**src/hdl/uiec_pkg.sv**
```systemverilog
// Operation
// - index register selects endpoint register view
// - iso bit clear means bulk/interrupt mode
// - in interrupt on send, flush, stall
// - in token sends packet; freeing its slot clears ready, interrupts
// - ready without data sends zero-length packet
// - stall request answers every non-iso in token stall
// - each stall sets stall-sent flag, interrupts
// - ready returns to zero when slot frees
// - double buffering frees ready after first arm
// - flush of an empty fifo raises no interrupt
// - force toggle flips toggle after every non-iso packet
// - otherwise toggle flips only on host ack
package uiec_pkg;

    // register indices, byte address is four times the index
    localparam logic [7:0] IDX_INT_STAT  = 8'h02;
    localparam logic [7:0] IDX_INT_MASK  = 8'h07;
    localparam logic [7:0] IDX_EP_SELECT = 8'h0e;
    localparam logic [7:0] IDX_CTL_LOW   = 8'h11;
    localparam logic [7:0] IDX_CTL_HIGH  = 8'h12;
    localparam logic [7:0] IDX_OUT_LOW   = 8'h14;
    localparam logic [7:0] IDX_OUT_HIGH  = 8'h15;
    localparam logic [7:0] IDX_EP0_COUNT = 8'h16;
    localparam logic [7:0] IDX_EP1_FIFO  = 8'h21;

    // endpoint select values
    localparam logic [3:0] SEL_EP0 = 4'h0;
    localparam logic [3:0] SEL_EP1 = 4'h1;

    // in_ctl_low fields
    localparam int LO_READY     = 0;
    localparam int LO_NOT_EMPTY = 1;
    localparam int LO_UNDERRUN  = 2;
    localparam int LO_FLUSH     = 3;
    localparam int LO_STALL_REQ = 4;
    localparam int LO_STALL_SNT = 5;
    localparam int LO_CLR_TOG   = 6;
    // in_ctl_high fields
    localparam int HI_FORCE_TOG = 3;
    localparam int HI_ISO       = 6;
    localparam int HI_DOUBLE    = 7;
    // endpoint0 control field
    localparam int E0_READY     = 1;
    // interrupt status and mask fields
    localparam int INT_EP0      = 0;
    localparam int INT_EP1_IN   = 1;
    localparam int INT_BITS     = 2;

    localparam logic [7:0]  RST_BYTE = 8'h00;
    localparam logic [31:0] RST_WORD = 32'h0000_0000;

    // ahb-lite codes
    localparam logic [1:0] HTRANS_IDLE = 2'b00;
    localparam logic       HRESP_OKAY  = 1'b0;

    // endpoint1 in transmit states
    typedef enum logic [2:0] {
        TX_IDLE = 3'b001,
        TX_SEND = 3'b010,
        TX_WAIT = 3'b100
    } uiec_tx_state_t;

    // events from the usb packet engine, one-cycle pulses
    typedef struct packed {
        logic in_token;
        logic host_ack;
        logic host_timeout;
        logic ep0_sent;
        logic ep0_setup_rx;
        logic ep0_out_rx;
        logic ep0_rx_start;
        logic ep0_rx_byte;
    } uiec_link_in_t;

    // answers to the usb packet engine
    typedef struct packed {
        logic       tx_start;
        logic       tx_data1;
        logic       tx_valid;
        logic [7:0] tx_data;
        logic       tx_end;
        logic       stall;
        logic       nak;
    } uiec_link_out_t;

endpackage

```
**src/hdl/uiec_mem.sv**
```systemverilog
`timescale 1ns/1ps
`default_nettype none
// single-port-write, registered-read byte store for the endpoint1 in fifo
module uiec_mem #(
    parameter int WIDTH = 8,
    parameter int AW    = 6
) (
    // clock and reset
    input  wire logic             ref_clk,
    input  wire logic             sys_rst,
    // write side
    input  wire logic             wr_en,
    input  wire logic [AW-1:0]    wr_addr,
    input  wire logic [WIDTH-1:0] wr_data,
    // read side
    input  wire logic             rd_en,
    input  wire logic [AW-1:0]    rd_addr,
    output logic      [WIDTH-1:0] rd_data_q
);

    logic [WIDTH-1:0] mem_q [0:(1<<AW)-1];

    // storage carries no reset, it is only read after being written
    always_ff @(posedge ref_clk) begin
        if (wr_en) begin
            mem_q[wr_addr] <= wr_data;
        end
    end

    // read data from a flop, which the link output register samples again as tx_data
    always_ff @(posedge ref_clk or posedge sys_rst) begin
        if (sys_rst) begin
            rd_data_q <= '0;
        end else if (rd_en) begin
            rd_data_q <= mem_q[rd_addr];
        end
    end

endmodule
`default_nettype wire

```
**src/hdl/uiec_top.sv**
```systemverilog
// Our own choice: register access over AHB-Lite.
`timescale 1ns/1ps
`default_nettype none
module uiec_top #(
    parameter int FIFO_AW = 6
) (
    // clock and reset
    input  wire logic                    ref_clk,
    input  wire logic                    sys_rst,
    // ahb-lite slave
    input  wire logic                    hsel,
    input  wire logic [31:0]             haddr,
    input  wire logic [1:0]              htrans,
    input  wire logic                    hwrite,
    input  wire logic [2:0]              hsize,
    input  wire logic                    hready,
    input  wire logic [31:0]             hwdata,
    output logic      [31:0]             hrdata,
    output logic                         hreadyout,
    output logic                         hresp,
    // usb packet engine
    input  wire uiec_pkg::uiec_link_in_t link_in,
    output uiec_pkg::uiec_link_out_t     link_out,
    // interrupt
    output logic                         irq
);

    localparam int DEPTH = 1 << FIFO_AW;
    localparam int LW    = FIFO_AW + 1;

    function automatic logic hit(input logic [7:0] idx, input logic [7:0] want);
        hit = (idx == want);
    endfunction

    localparam int INT_BITS_W = uiec_pkg::INT_BITS;

    // bus state
    logic                     pend_q, pend_wr_q, hreadyout_q, wr_stb, rd_stb;
    logic [7:0]               pend_idx_q, wdat;
    logic [31:0]              hrdata_q;
    // registers
    logic [3:0]               sel_q;
    logic                     stall_req_q, stall_snt_q, underrun_q, force_tog_q, iso_q, double_q;
    logic [7:0]               out_low_q, out_high_q;
    logic                     ep0_ready_q, irq_q;
    logic [6:0]               ep0_count_q;
    logic [INT_BITS_W-1:0]    int_stat_q, int_mask_q;
    // fifo bookkeeping
    logic [FIFO_AW-1:0]       wr_ptr_q, base_q, rd_ptr_q;
    logic [LW-1:0]            cur_len_q, fill_q, remain_q;
    logic [LW-1:0]            len_q [0:1];
    logic                     head_q, ready_q, data1_q, mem_rd, mem_rd_q;
    logic [1:0]               slots_q, slots_d, cap;
    logic [7:0]               mem_data;
    uiec_pkg::uiec_tx_state_t state_q;
    uiec_pkg::uiec_link_out_t lo_q;
    // decoded actions
    logic                     sel_ep1, wr_lo, fifo_wr, commit, flush, pop, start_pkt, ep1_int, ep0_int;

    // bus address phase is taken when the slave is selected and ready
    always_ff @(posedge ref_clk or posedge sys_rst) begin
        if (sys_rst) begin
            pend_q      <= 1'b0;
            pend_wr_q   <= 1'b0;
            pend_idx_q  <= uiec_pkg::RST_BYTE;
            hreadyout_q <= 1'b1;
        end else if (hsel && htrans[1] && hready) begin
            pend_q      <= 1'b1;
            pend_wr_q   <= hwrite;
            pend_idx_q  <= haddr[9:2];
            hreadyout_q <= 1'b0;
        end else begin
            pend_q      <= 1'b0;
            hreadyout_q <= 1'b1;
        end
    end

    // one wait state: data phase work is done while hreadyout is low
    assign wr_stb  = pend_q && pend_wr_q;
    assign rd_stb  = pend_q && !pend_wr_q;
    assign wdat    = hwdata[7:0];
    assign sel_ep1 = (sel_q == uiec_pkg::SEL_EP1);
    assign wr_lo   = wr_stb && hit(pend_idx_q, uiec_pkg::IDX_CTL_LOW) && sel_ep1;
    assign fifo_wr = wr_stb && hit(pend_idx_q, uiec_pkg::IDX_EP1_FIFO) && (fill_q < LW'(DEPTH));
    assign cap     = double_q ? 2'd2 : 2'd1;
    assign commit  = wr_lo && wdat[uiec_pkg::LO_READY] && (slots_q < cap);
    assign flush   = wr_lo && wdat[uiec_pkg::LO_FLUSH];

    // read mux, registered so hrdata comes from a flop
    always_ff @(posedge ref_clk or posedge sys_rst) begin
        if (sys_rst) begin
            hrdata_q <= uiec_pkg::RST_WORD;
        end else if (rd_stb) begin
            hrdata_q <= uiec_pkg::RST_WORD;
            case (1'b1)
                hit(pend_idx_q, uiec_pkg::IDX_EP_SELECT): hrdata_q[3:0] <= sel_q;
                hit(pend_idx_q, uiec_pkg::IDX_INT_STAT):  hrdata_q[INT_BITS_W-1:0] <= int_stat_q;
                hit(pend_idx_q, uiec_pkg::IDX_INT_MASK):  hrdata_q[INT_BITS_W-1:0] <= int_mask_q;
                hit(pend_idx_q, uiec_pkg::IDX_EP0_COUNT): hrdata_q[6:0] <= ep0_count_q;
                hit(pend_idx_q, uiec_pkg::IDX_CTL_LOW): begin
                    if (sel_ep1) begin
                        hrdata_q[uiec_pkg::LO_READY]     <= ready_q;
                        hrdata_q[uiec_pkg::LO_NOT_EMPTY] <= (slots_q != 2'd0);
                        hrdata_q[uiec_pkg::LO_UNDERRUN]  <= underrun_q;
                        hrdata_q[uiec_pkg::LO_STALL_REQ] <= stall_req_q;
                        hrdata_q[uiec_pkg::LO_STALL_SNT] <= stall_snt_q;
                    end else begin
                        hrdata_q[uiec_pkg::E0_READY] <= ep0_ready_q;
                    end
                end
                hit(pend_idx_q, uiec_pkg::IDX_CTL_HIGH): begin
                    if (sel_ep1) begin
                        hrdata_q[uiec_pkg::HI_FORCE_TOG] <= force_tog_q;
                        hrdata_q[uiec_pkg::HI_ISO]       <= iso_q;
                        hrdata_q[uiec_pkg::HI_DOUBLE]    <= double_q;
                    end
                end
                hit(pend_idx_q, uiec_pkg::IDX_OUT_LOW):  hrdata_q[7:0] <= sel_ep1 ? out_low_q : uiec_pkg::RST_BYTE;
                hit(pend_idx_q, uiec_pkg::IDX_OUT_HIGH): hrdata_q[7:0] <= sel_ep1 ? out_high_q : uiec_pkg::RST_BYTE;
                default: hrdata_q <= uiec_pkg::RST_WORD; // unmapped reads as zero
            endcase
        end
    end

    // plain configuration registers written by software
    always_ff @(posedge ref_clk or posedge sys_rst) begin
        if (sys_rst) begin
            sel_q       <= uiec_pkg::SEL_EP0;
            stall_req_q <= 1'b0;
            force_tog_q <= 1'b0;
            iso_q       <= 1'b0;
            double_q    <= 1'b0;
            out_low_q   <= uiec_pkg::RST_BYTE;
            out_high_q  <= uiec_pkg::RST_BYTE;
            int_mask_q  <= '0;
        end else if (wr_stb) begin
            if (hit(pend_idx_q, uiec_pkg::IDX_EP_SELECT)) begin
                sel_q <= wdat[3:0];
            end
            if (hit(pend_idx_q, uiec_pkg::IDX_INT_MASK)) begin
                int_mask_q <= wdat[INT_BITS_W-1:0];
            end
            if (wr_lo) begin
                stall_req_q <= wdat[uiec_pkg::LO_STALL_REQ];
            end
            if (sel_ep1 && hit(pend_idx_q, uiec_pkg::IDX_CTL_HIGH)) begin
                force_tog_q <= wdat[uiec_pkg::HI_FORCE_TOG];
                iso_q       <= wdat[uiec_pkg::HI_ISO];
                double_q    <= wdat[uiec_pkg::HI_DOUBLE];
            end
            if (sel_ep1 && hit(pend_idx_q, uiec_pkg::IDX_OUT_LOW)) begin
                out_low_q <= wdat;
            end
            if (sel_ep1 && hit(pend_idx_q, uiec_pkg::IDX_OUT_HIGH)) begin
                out_high_q <= wdat;
            end
        end
    end

    // a token is served only from idle; tokens during a transfer are dropped
    assign start_pkt = (state_q == uiec_pkg::TX_IDLE) && link_in.in_token;
    // slot freed on ack, or at end of an iso packet which expects no handshake
    assign pop = !flush && (((state_q == uiec_pkg::TX_WAIT) && link_in.host_ack)
              || ((state_q == uiec_pkg::TX_SEND) && iso_q && (remain_q == '0) && !mem_rd_q));
    assign mem_rd = (state_q == uiec_pkg::TX_SEND) && (remain_q != '0);

    // packet slots: ready reads high only while no slot is open
    always_comb begin
        slots_d = slots_q;
        if (flush) begin
            slots_d = 2'd0;
        end else begin
            slots_d = slots_q + {1'b0, commit} - {1'b0, pop};
        end
    end

    always_ff @(posedge ref_clk or posedge sys_rst) begin
        if (sys_rst) begin
            slots_q   <= 2'd0;
            ready_q   <= 1'b0;
            head_q    <= 1'b0;
            base_q    <= '0;
            wr_ptr_q  <= '0;
            cur_len_q <= '0;
            fill_q    <= '0;
            len_q[0]  <= '0;
            len_q[1]  <= '0;
        end else begin
            slots_q <= slots_d;
            ready_q <= (slots_d >= cap);
            if (flush) begin
                head_q    <= 1'b0;
                base_q    <= '0;
                wr_ptr_q  <= '0;
                cur_len_q <= '0;
                fill_q    <= '0;
            end else begin
                if (fifo_wr) begin
                    wr_ptr_q <= wr_ptr_q + 1'b1;
                end
                if (commit) begin
                    // an empty commit stores length zero for a zero-length packet
                    len_q[head_q ^ slots_q[0]] <= cur_len_q;
                    cur_len_q <= LW'(fifo_wr);
                end else if (fifo_wr) begin
                    cur_len_q <= cur_len_q + 1'b1;
                end
                if (pop) begin
                    head_q <= !head_q;
                    base_q <= base_q + len_q[head_q][FIFO_AW-1:0];
                end
                fill_q <= fill_q + LW'(fifo_wr) - (pop ? len_q[head_q] : '0);
            end
        end
    end

    // transmit sequencer
    always_ff @(posedge ref_clk or posedge sys_rst) begin
        if (sys_rst) begin
            state_q  <= uiec_pkg::TX_IDLE;
            remain_q <= '0;
            rd_ptr_q <= '0;
            mem_rd_q <= 1'b0;
            lo_q     <= '0;
        end else begin
            mem_rd_q       <= mem_rd;
            lo_q.tx_start  <= 1'b0;
            lo_q.tx_end    <= 1'b0;
            lo_q.stall     <= 1'b0;
            lo_q.nak       <= 1'b0;
            lo_q.tx_valid  <= mem_rd_q;
            lo_q.tx_data   <= mem_data;
            lo_q.tx_data1  <= data1_q;
            case (state_q)
                uiec_pkg::TX_IDLE: begin
                    if (start_pkt) begin
                        if (stall_req_q && !iso_q) begin
                            lo_q.stall <= 1'b1;
                        end else if (slots_q != 2'd0) begin
                            lo_q.tx_start <= 1'b1;
                            remain_q      <= len_q[head_q];
                            rd_ptr_q      <= base_q;
                            state_q       <= uiec_pkg::TX_SEND;
                        end else if (iso_q) begin
                            lo_q.tx_start <= 1'b1; // empty iso: zero-length packet
                            remain_q      <= '0;
                            state_q       <= uiec_pkg::TX_SEND;
                        end else begin
                            lo_q.nak <= 1'b1;
                        end
                    end
                end
                uiec_pkg::TX_SEND: begin
                    if (flush) begin
                        state_q <= uiec_pkg::TX_IDLE;
                    end else if (remain_q != '0) begin
                        remain_q <= remain_q - 1'b1;
                        rd_ptr_q <= rd_ptr_q + 1'b1;
                    end else if (!mem_rd_q) begin
                        lo_q.tx_end <= 1'b1;
                        state_q     <= iso_q ? uiec_pkg::TX_IDLE : uiec_pkg::TX_WAIT;
                    end
                end
                uiec_pkg::TX_WAIT: begin
                    // a timeout leaves the packet queued for the host to retry
                    if (flush || link_in.host_ack || link_in.host_timeout) begin
                        state_q <= uiec_pkg::TX_IDLE;
                    end
                end
                default: state_q <= uiec_pkg::TX_IDLE;
            endcase
        end
    end

    // data toggle
    always_ff @(posedge ref_clk or posedge sys_rst) begin
        if (sys_rst) begin
            data1_q <= 1'b0;
        end else if (wr_lo && wdat[uiec_pkg::LO_CLR_TOG]) begin
            data1_q <= 1'b0;
        end else if (state_q == uiec_pkg::TX_WAIT) begin
            if (link_in.host_ack || (force_tog_q && link_in.host_timeout)) begin
                data1_q <= !data1_q;
            end
        end
    end

    // stall-sent and underrun: hardware set wins over a software write
    always_ff @(posedge ref_clk or posedge sys_rst) begin
        if (sys_rst) begin
            stall_snt_q <= 1'b0;
            underrun_q  <= 1'b0;
        end else begin
            if (start_pkt && stall_req_q && !iso_q) begin
                stall_snt_q <= 1'b1;
            end else if (wr_lo && !wdat[uiec_pkg::LO_STALL_SNT]) begin
                stall_snt_q <= 1'b0;
            end
            if (start_pkt && (slots_q == 2'd0) && !(stall_req_q && !iso_q)) begin
                underrun_q <= 1'b1;
            end else if (wr_lo && !wdat[uiec_pkg::LO_UNDERRUN]) begin
                underrun_q <= 1'b0;
            end
        end
    end

    // endpoint0 ready and received byte count
    always_ff @(posedge ref_clk or posedge sys_rst) begin
        if (sys_rst) begin
            ep0_ready_q <= 1'b0;
            ep0_count_q <= '0;
        end else begin
            if (ep0_int) begin
                ep0_ready_q <= 1'b0;
            end else if (wr_stb && hit(pend_idx_q, uiec_pkg::IDX_CTL_LOW) && !sel_ep1
                         && wdat[uiec_pkg::E0_READY]) begin
                ep0_ready_q <= 1'b1;
            end
            if (link_in.ep0_rx_start) begin
                ep0_count_q <= '0;
            end else if (link_in.ep0_rx_byte && (ep0_count_q != '1)) begin
                ep0_count_q <= ep0_count_q + 1'b1;
            end
        end
    end

    // only a sent packet freeing its slot, a non-empty flush or a stall interrupts, never an empty flush
    assign ep1_int = pop || (start_pkt && stall_req_q && !iso_q)
                  || (flush && (fill_q != '0 || cur_len_q != '0 || slots_q != 2'd0));
    assign ep0_int = ep0_ready_q && (link_in.ep0_sent || link_in.ep0_setup_rx || link_in.ep0_out_rx);

    // sticky status, cleared by reading it; a new event in that cycle survives
    always_ff @(posedge ref_clk or posedge sys_rst) begin
        if (sys_rst) begin
            int_stat_q <= '0;
            irq_q      <= 1'b0;
        end else begin
            int_stat_q[uiec_pkg::INT_EP1_IN] <= ep1_int
                || (int_stat_q[uiec_pkg::INT_EP1_IN] && !(rd_stb && hit(pend_idx_q, uiec_pkg::IDX_INT_STAT)));
            int_stat_q[uiec_pkg::INT_EP0] <= ep0_int
                || (int_stat_q[uiec_pkg::INT_EP0] && !(rd_stb && hit(pend_idx_q, uiec_pkg::IDX_INT_STAT)));
            irq_q <= |(int_stat_q & int_mask_q);
        end
    end

    uiec_mem #(
        .WIDTH (8),
        .AW    (FIFO_AW)
    ) u_mem (
        .ref_clk   (ref_clk),
        .sys_rst   (sys_rst),
        .wr_en     (fifo_wr),
        .wr_addr   (wr_ptr_q),
        .wr_data   (wdat),
        .rd_en     (mem_rd),
        .rd_addr   (rd_ptr_q),
        .rd_data_q (mem_data)
    );

    // outputs straight from flops, hresp tied to okay
    assign hrdata    = hrdata_q;
    assign hreadyout = hreadyout_q;
    assign hresp     = uiec_pkg::HRESP_OKAY;
    assign link_out  = lo_q;
    assign irq       = irq_q;

endmodule
`default_nettype wire

```
**config.mk**
```make
export PLATFORM = sky130hd
export DESIGN_NAME = uiec_top
export DESIGN_NICKNAME = d
export VERILOG_FILES = /design/src/hdl/uiec_pkg.sv /design/src/hdl/uiec_mem.sv /design/src/hdl/uiec_top.sv
export SDC_FILE = /design/constraint.sdc
export NUM_CORES = 1
export LEC_CHECK = 0
export ABC_AREA = 1
export BUFFER_PORTS_ARGS = -buffer_cell sky130_fd_sc_hd__buf_2
export CAP_MARGIN = 40
export CELL_PAD_IN_SITES_DETAIL_PLACEMENT = 1
export CELL_PAD_IN_SITES_GLOBAL_PLACEMENT = 1
export CORE_ASPECT_RATIO = 0.8
export CORE_MARGIN = 1.5
export CORE_UTILIZATION = 25
export CTS_CLUSTER_DIAMETER = 50
export DETAILED_ROUTE_END_ITERATION = 10
export GPL_ROUTABILITY_DRIVEN = 1
export PLACE_DENSITY_LB_ADDON = 0.05
export SYNTH_ARGS = -nofsm -noshare
export SYNTH_HDL_FRONTEND = slang
export SYNTH_SLANG_ARGS = --single-unit
```
**constraint.sdc**
```tcl
create_clock -name ref_clk -period 10.5 [get_ports ref_clk]
set_input_delay 1.575 -clock ref_clk [delete_from_list [all_inputs] [get_ports ref_clk]]
set_output_delay 1.575 -clock ref_clk [all_outputs]
set_load 0.1 [all_outputs]
```
* After elaboration in Yosys (flattened, before gate mapping)
Memories as Yosys holds them, arrays and structs flattened. A register that Yosys moved wholly into a read port is not among the register bits.
Cells that the tools add are included.
W data, S select, Z words.
** Word-level totals
- Memories kept :: 1
- Word-level logic and storage cells :: 303
- Flip-flop bits (word level) :: 134
- Bits in writable memories :: 512
** Cells by class
- Order comparisons :: 6
- Reduce and logical (&&, ||, !) cells :: 90
- Equal/unequal tests :: 23
- Bitwise logic cells :: 5
- Add/subtract/negate cells :: 10
- Mux-type cells :: 128
** Memory list
- u_mem.mem_q :: words 64, bits a word 8, read ports 1, clocked after Yosys merged registers in 1, wr ports 1, line uiec_mem.sv:21 : logic [WIDTH-1:0] mem_q [0:(1<<AW)-1];
** Operators with widths (count)
- $mux W7 :: 17
- $mux W1 :: 64
- $mux W6 :: 9
- $mux W2 :: 22
- $eq A8 B5 Y1 const B :: 5
- $logic_and A1 B1 Y1 :: 39
- $mux W3 :: 9
- $reduce_bool A7 Y1 :: 3
- $reduce_bool A2 Y1 :: 10
- $reduce_and A6 Y1 :: 3
- $mux W8 :: 2
- $reduce_and A2 Y1 :: 8
- $add A7 B1 Y7 const B :: 2
- $bwmux W14 :: 1
- $pmux W7 S2 :: 1
- $add A6 B1 Y6 const B :: 2
- $logic_or A1 B1 Y1 :: 12
- $pmux W6 S2 :: 1
- $logic_not A1 Y1 :: 11
- $pmux W3 S3 :: 1
- $eq A8 B2 Y1 const B :: 1
- $eq A8 B3 Y1 const B :: 1
- $eq A8 B4 Y1 const B :: 1
- $eq A8 B6 Y1 const B :: 1
- 29 further kinds :: 36

* Longest topological paths before layout
- Word-level depth :: 10
- Mapped depth :: 20
- Depth with buffers taken out :: 20

* By module
Synthesis repeated with hierarchy kept, for this count alone.
** Unflattened totals
- Cell total of the unflattened synthesis :: 2708
- Area total of the unflattened synthesis :: 28725.0 um^2
** Modules (own cells, without submodules)
- uiec_mem :: cells an instance 1801, area an instance 21329.2 um^2, seq. area each 15574.9 um^2, instances 1
- uiec_top :: cells an instance 907, area an instance 7395.8 um^2, seq. area each 3355.7 um^2, instances 1

* Least setup slack after synthesis
No wires, ideal clock.
- Path type :: input-to-reg
- Start point :: in link_in[6] in the netlist's numbering
- End point :: reg fill_q[4]
- Stages on the path :: 14
- Data required time :: 10.386 ns
- Arrival :: 3.376 ns
- Slack :: 7.010 ns
- Library setup time :: 0.114 ns
- Buffers on the path :: 0
- Cells stage by stage :: nand2_1 > nand2_1 > nand2_2 > nor2_1 > ha_1 > inv_1 > ha_1 > inv_1 > fa_1 > inv_1 > a31oi_1 > or2_2 > nand3_1 > inv_1
** On the way
- Cells in the longest elaborated chain, start to end :: 6
** RTL lines
- start: declaration :: line uiec_top.sv:22 : input wire uiec_pkg::uiec_link_in_t link_in,
- $logic_and A1 B1 Y1 :: line uiec_top.sv:163 : assign pop = !flush && (((state_q == uiec_pkg::TX_WAIT) && link_in.host_ack)
- $logic_or A1 B1 Y1 :: line uiec_top.sv:164 : || ((state_q == uiec_pkg::TX_SEND) && iso_q && (remain_q == '0) && !mem_rd_q));
- $logic_and A1 B1 Y1 :: line uiec_top.sv:163
- $mux W7 :: line uiec_top.sv:212 : fill_q <= fill_q + LW'(fifo_wr) - (pop ? len_q[head_q] : '0);
- $sub A7 B7 Y7 :: line uiec_top.sv:212
- $mux W7 :: line uiec_top.sv:191 : if (flush) begin
- end signal: assignment :: line uiec_top.sv:212
- end: declaration :: line uiec_top.sv:50 : logic [LW-1:0] cur_len_q, fill_q, remain_q;
Every way passes these cells.
A chain may end at the register's enable or synchronous reset.

* Worst setup path in the final report
- Start point :: reg pend_idx_q[1]
- End point :: reg fill_q[6]
** On the way
- Cells in the longest elaborated chain, start to end :: 9
** RTL lines
- start: declaration :: line uiec_top.sv:39 : logic [7:0] pend_idx_q, wdat;
- start signal: assignment :: line uiec_top.sv:65 : pend_idx_q <= uiec_pkg::RST_BYTE;
- start signal: assignment :: line uiec_top.sv:70 : pend_idx_q <= haddr[9:2];
- branches (longest 8 deep; another with $add A7 B1 Y7)
- $mux W7 * :: line uiec_top.sv:191
Mark *: on every way between the ends.

==> flow_summary.ini <==
[outcome]
status = completed

[clock_tree]
cts_hold_buf = 0
clk_path_buf_depth = 3
cts_setup_buffers = 0
cts_resized = 0
htreeDepth = 3
clk_pin_slew_ns = 0.05
cts_tree = yes
cts-root-buf = clkbuf_16
clock_latency_ns = 0.69
numCtsBuffers = 98
cts.sinks = 654

[setup_path]
crit_path_max_incr_delay_ns = 0.47
path_class = reg2reg
critPathCaptureType = flop
path_common_cell = inv_1
cpMaxStageDelayCell = fa_1
worstPathCellList = inv_2 > nand2_1 > nor3_2 > nand2_4 > nor2_8 > nand3_4 > nand2_2 > nor2_1 > ha_1 > inv_1 > ha_1 > inv_1 > fa_1 > inv_1 > nand4_1 > nand3_1 > xnor2_1 > nand2_1 > inv_1 > nor2_1
crit_buf_inv = 5
required_ns = 11.07
crit_arrival_ns = 4.27
critPathMaxFanout = 15
cp-start-kind = flop
path_delay_family = simple AND/OR/NAND/NOR gates

[detailed_routing]
first_pass_iters = 4
viasPerCell = 4.48
finalWirelength_um = 99600
drt_iter0_markers = 1120
vias = 20700
drc_errors = 0
detail_route.wl_per_cell_um = 21.6
postRouteAntennaNets = 0

[global_route]
grt_pass1_wl_um = 148000
grt_max_degree = 70
overflow = 0
grt_pass1_vias = 21600
antenna_found_initial = 11
track_usage_pct = 17.0

[power]
ir_drop_uv = 154
p_per_area_mw_per_mm2 = 258
leakage_nw = 14.3

[sta]
slew_headroom_pct = 39.2
setup_tns_ns = 0
grt_setup_unrepaired = no
post-route-period-util_pct = 35.3
slew_violations = 0
finalHoldViolCount = 0
min_period_ns = 3.70
worst_slew_pin_slew_ns = 0.908
setup_viol = 0
finClkSkew_ns = 0.0220
fmax_mhz = 270
hold_slack_ns = 0.379

[synth]
async_reset_ff_share_pct = 21.7
yosysTopAreaCellShare_pct = 52.6
avgSynthCellArea_um2 = 10.0
yosysSeqAreaShare_pct = 64.8
synthesis.area_mm2 = 0.0292
ys_types = 53
synthFlopType = edfxtp_1
ys_seq_elements = 654
synth_edf_count = 512
syn_inst = 2912
synth_area_leader_cell = edfxtp_1
yosysWarnings = 0
synthTopCellsByArea = edfxtp_1 53%, dfrtp_1 12%, nand2_1 11%

[floorplan]
fp.dieW_um = 385
die-area_mm2 = 0.119
ios = 131
core_area_mm2 = 0.115
rows = 111
start_util_pct = 25.4
fp.dieH_um = 309

[hold_path]
hold_class = reg2reg

[final_layout]
nets = 3116
synthToLayoutAreaGrowth_pct = 19.2
drive_above_1_share_pct = 11.8

[job]
drv_cap = 0

[place]
place_congestion = 0.751
hpwl_um = 64600
numPortBuffers = 53
==> cells by family after synthesis <==
logic type | after synthesis | synth area share [%]
AO/OA/AOI/OAI | 247 | 4.59
XOR/XNOR | 23 | 0.690
adder cells (fa/ha/maj) | 31 | 1.38
buffers and inverters | 409 | 6.07
flip-flops | 654 | 64.8
other | 1 | 0.0128
AND/OR/NAND/NOR | 1547 | 22.4
==> cell type report <==
type / count / area, um^2
inverter: 265 / 1010
fill: 12900 / 80300
multi-input combinational: 1873 / 8590
clock buffer: 117 / 2630
antenna: 1 / 2.50
sequential: 654 / 18900
tap: 1525 / 1910
timing repair buffer: 111 / 883
clock inverter: 68 / 858
==> Yosys cell counts, types with 2 or more instances <==
master	instances
nand3_1	266
buf_1	17
o21ai_1	61
clkbuf_1	30
o21ai_0	95
nor4_1	2
clkinv_2	2
o2111ai_1	3
nor3_4	2
nand2_2	8
o211ai_1	4
o31ai_1	2
xor2_1	12
nor2_8	2
nand2_1	888
or2_2	12
buf_4	40
clkinv_1	2
inv_1	245
nand3_2	9
nand3_4	3
a21oi_1	59
ha_1	29
buf_6	2
nor3_1	14
edfxtp_1	512
nor2_4	5
nand2_4	2
xnor2_1	11
o21ai_2	15
nor3_2	2
dfrtp_1	140
inv_2	16
nor2_2	2
buf_2	55
nor2_1	298
nand4_1	25
dfstp_2	2
fa_1	2
o22ai_1	3
==> metrics by stage <==
step	utilization [%]	instances	worst slack (ns)	power [mW]	area, um^2
2_1_floorplan	-	2936	5.12	4.65	29300
3_3_place_gp	26.9	4395	6.15	5.55	30900
3_5_place_dp	27.2	4420	6.17	5.60	31300
4_1_cts	30.2	4605	6.77	9.15	34800
5_1_grt	30.2	4613	6.47	9.50	34800
6_report	30.2	4614	6.80	8.98	34800
==> power breakdown <==
part	leakage [nW]	internal [mW]	switching, mW
clock network	1.71	2.20	1.30
logic	6.33	0.621	1.81
registers	6.29	2.91	0.135
==> path summary, 6_finish.rpt <==
path                                    start  slack, ns  cells past startpoint          end
max                             pend_idx_q[1]       6.80                     20    fill_q[6]
min                        u_mem.rd_data_q[1]       0.38                      0  link_out[4]
max reg2reg                     pend_idx_q[1]       6.80                     20    fill_q[6]
min reg2reg                u_mem.rd_data_q[1]       0.38                      0  link_out[4]
max in group asynchronous             sys_rst       8.18                      4  remain_q[2]
min in group asynchronous             sys_rst       0.84                      2  link_out[2]
==> flip-flops by register name (all words and copies together) (netlist names), 7 cells and up <==
name,count
link_out,14
pend_idx_q,8
u_mem.mem_q,512
len_q,14
ep0_count_q,7
fill_q,7
out_low_q,8
out_high_q,8
remain_q,7
u_mem.rd_data_q,8
hrdata,8
cur_len_q,7
==> worst reg2reg max path, cell delays in order (launching register included) <==
cell and delay (ns):
dfrtp_1 0.38, inv_2 0.11, nand2_1 0.07, nor3_2 0.41, nand2_4 0.13, nor2_8 0.22, nand3_4 0.25, nand2_2 0.29
nor2_1 0.08, ha_1 0.29, inv_1 0.06, ha_1 0.15, inv_1 0.06, fa_1 0.47, inv_1 0.10, nand4_1 0.10
nand3_1 0.10, xnor2_1 0.14, nand2_1 0.08, inv_1 0.05, nor2_1 0.04
==> cells in the final DEF (no fill, tap or decap), types with 4 or more instances in the layout <==
cell,Yosys,layout
nor3_1,14,14
xnor2_1,11,11
nand2_1,888,888
buf_4,40,50
nor2_1,298,298
buf_2,55,49
o21ai_1,61,61
nand3_1,266,266
nor2_4,5,5
nand2_2,8,8
o211ai_1,4,4
ha_1,29,29
xor2_1,12,12
o21ai_2,15,15
clkinv_2,2,16
inv_2,16,14
nand3_2,9,9
o21ai_0,95,95
nand4_1,25,25
clkinv_4,0,10
clkbuf_1,30,12
edfxtp_1,512,512
clkinv_1,2,12
dfrtp_1,140,138
bufinv_16,0,16
inv_1,245,244
clkbuf_8,0,4
conb_1,1,25
a21oi_1,59,59
inv_6,0,13
clkbuf_16,0,101
or2_2,12,12
buf_16,0,6
==> routing by layer <==
metal,routed length (um),up-vias,global-route usage [%]
met3,3000,114,2.58
li1,-,9817,-
met5,0,-,0
met4,1840,0,3.85
met2,43800,294,25.9
met1,50900,10500,25.2
(Power assumes the default switching activity.)
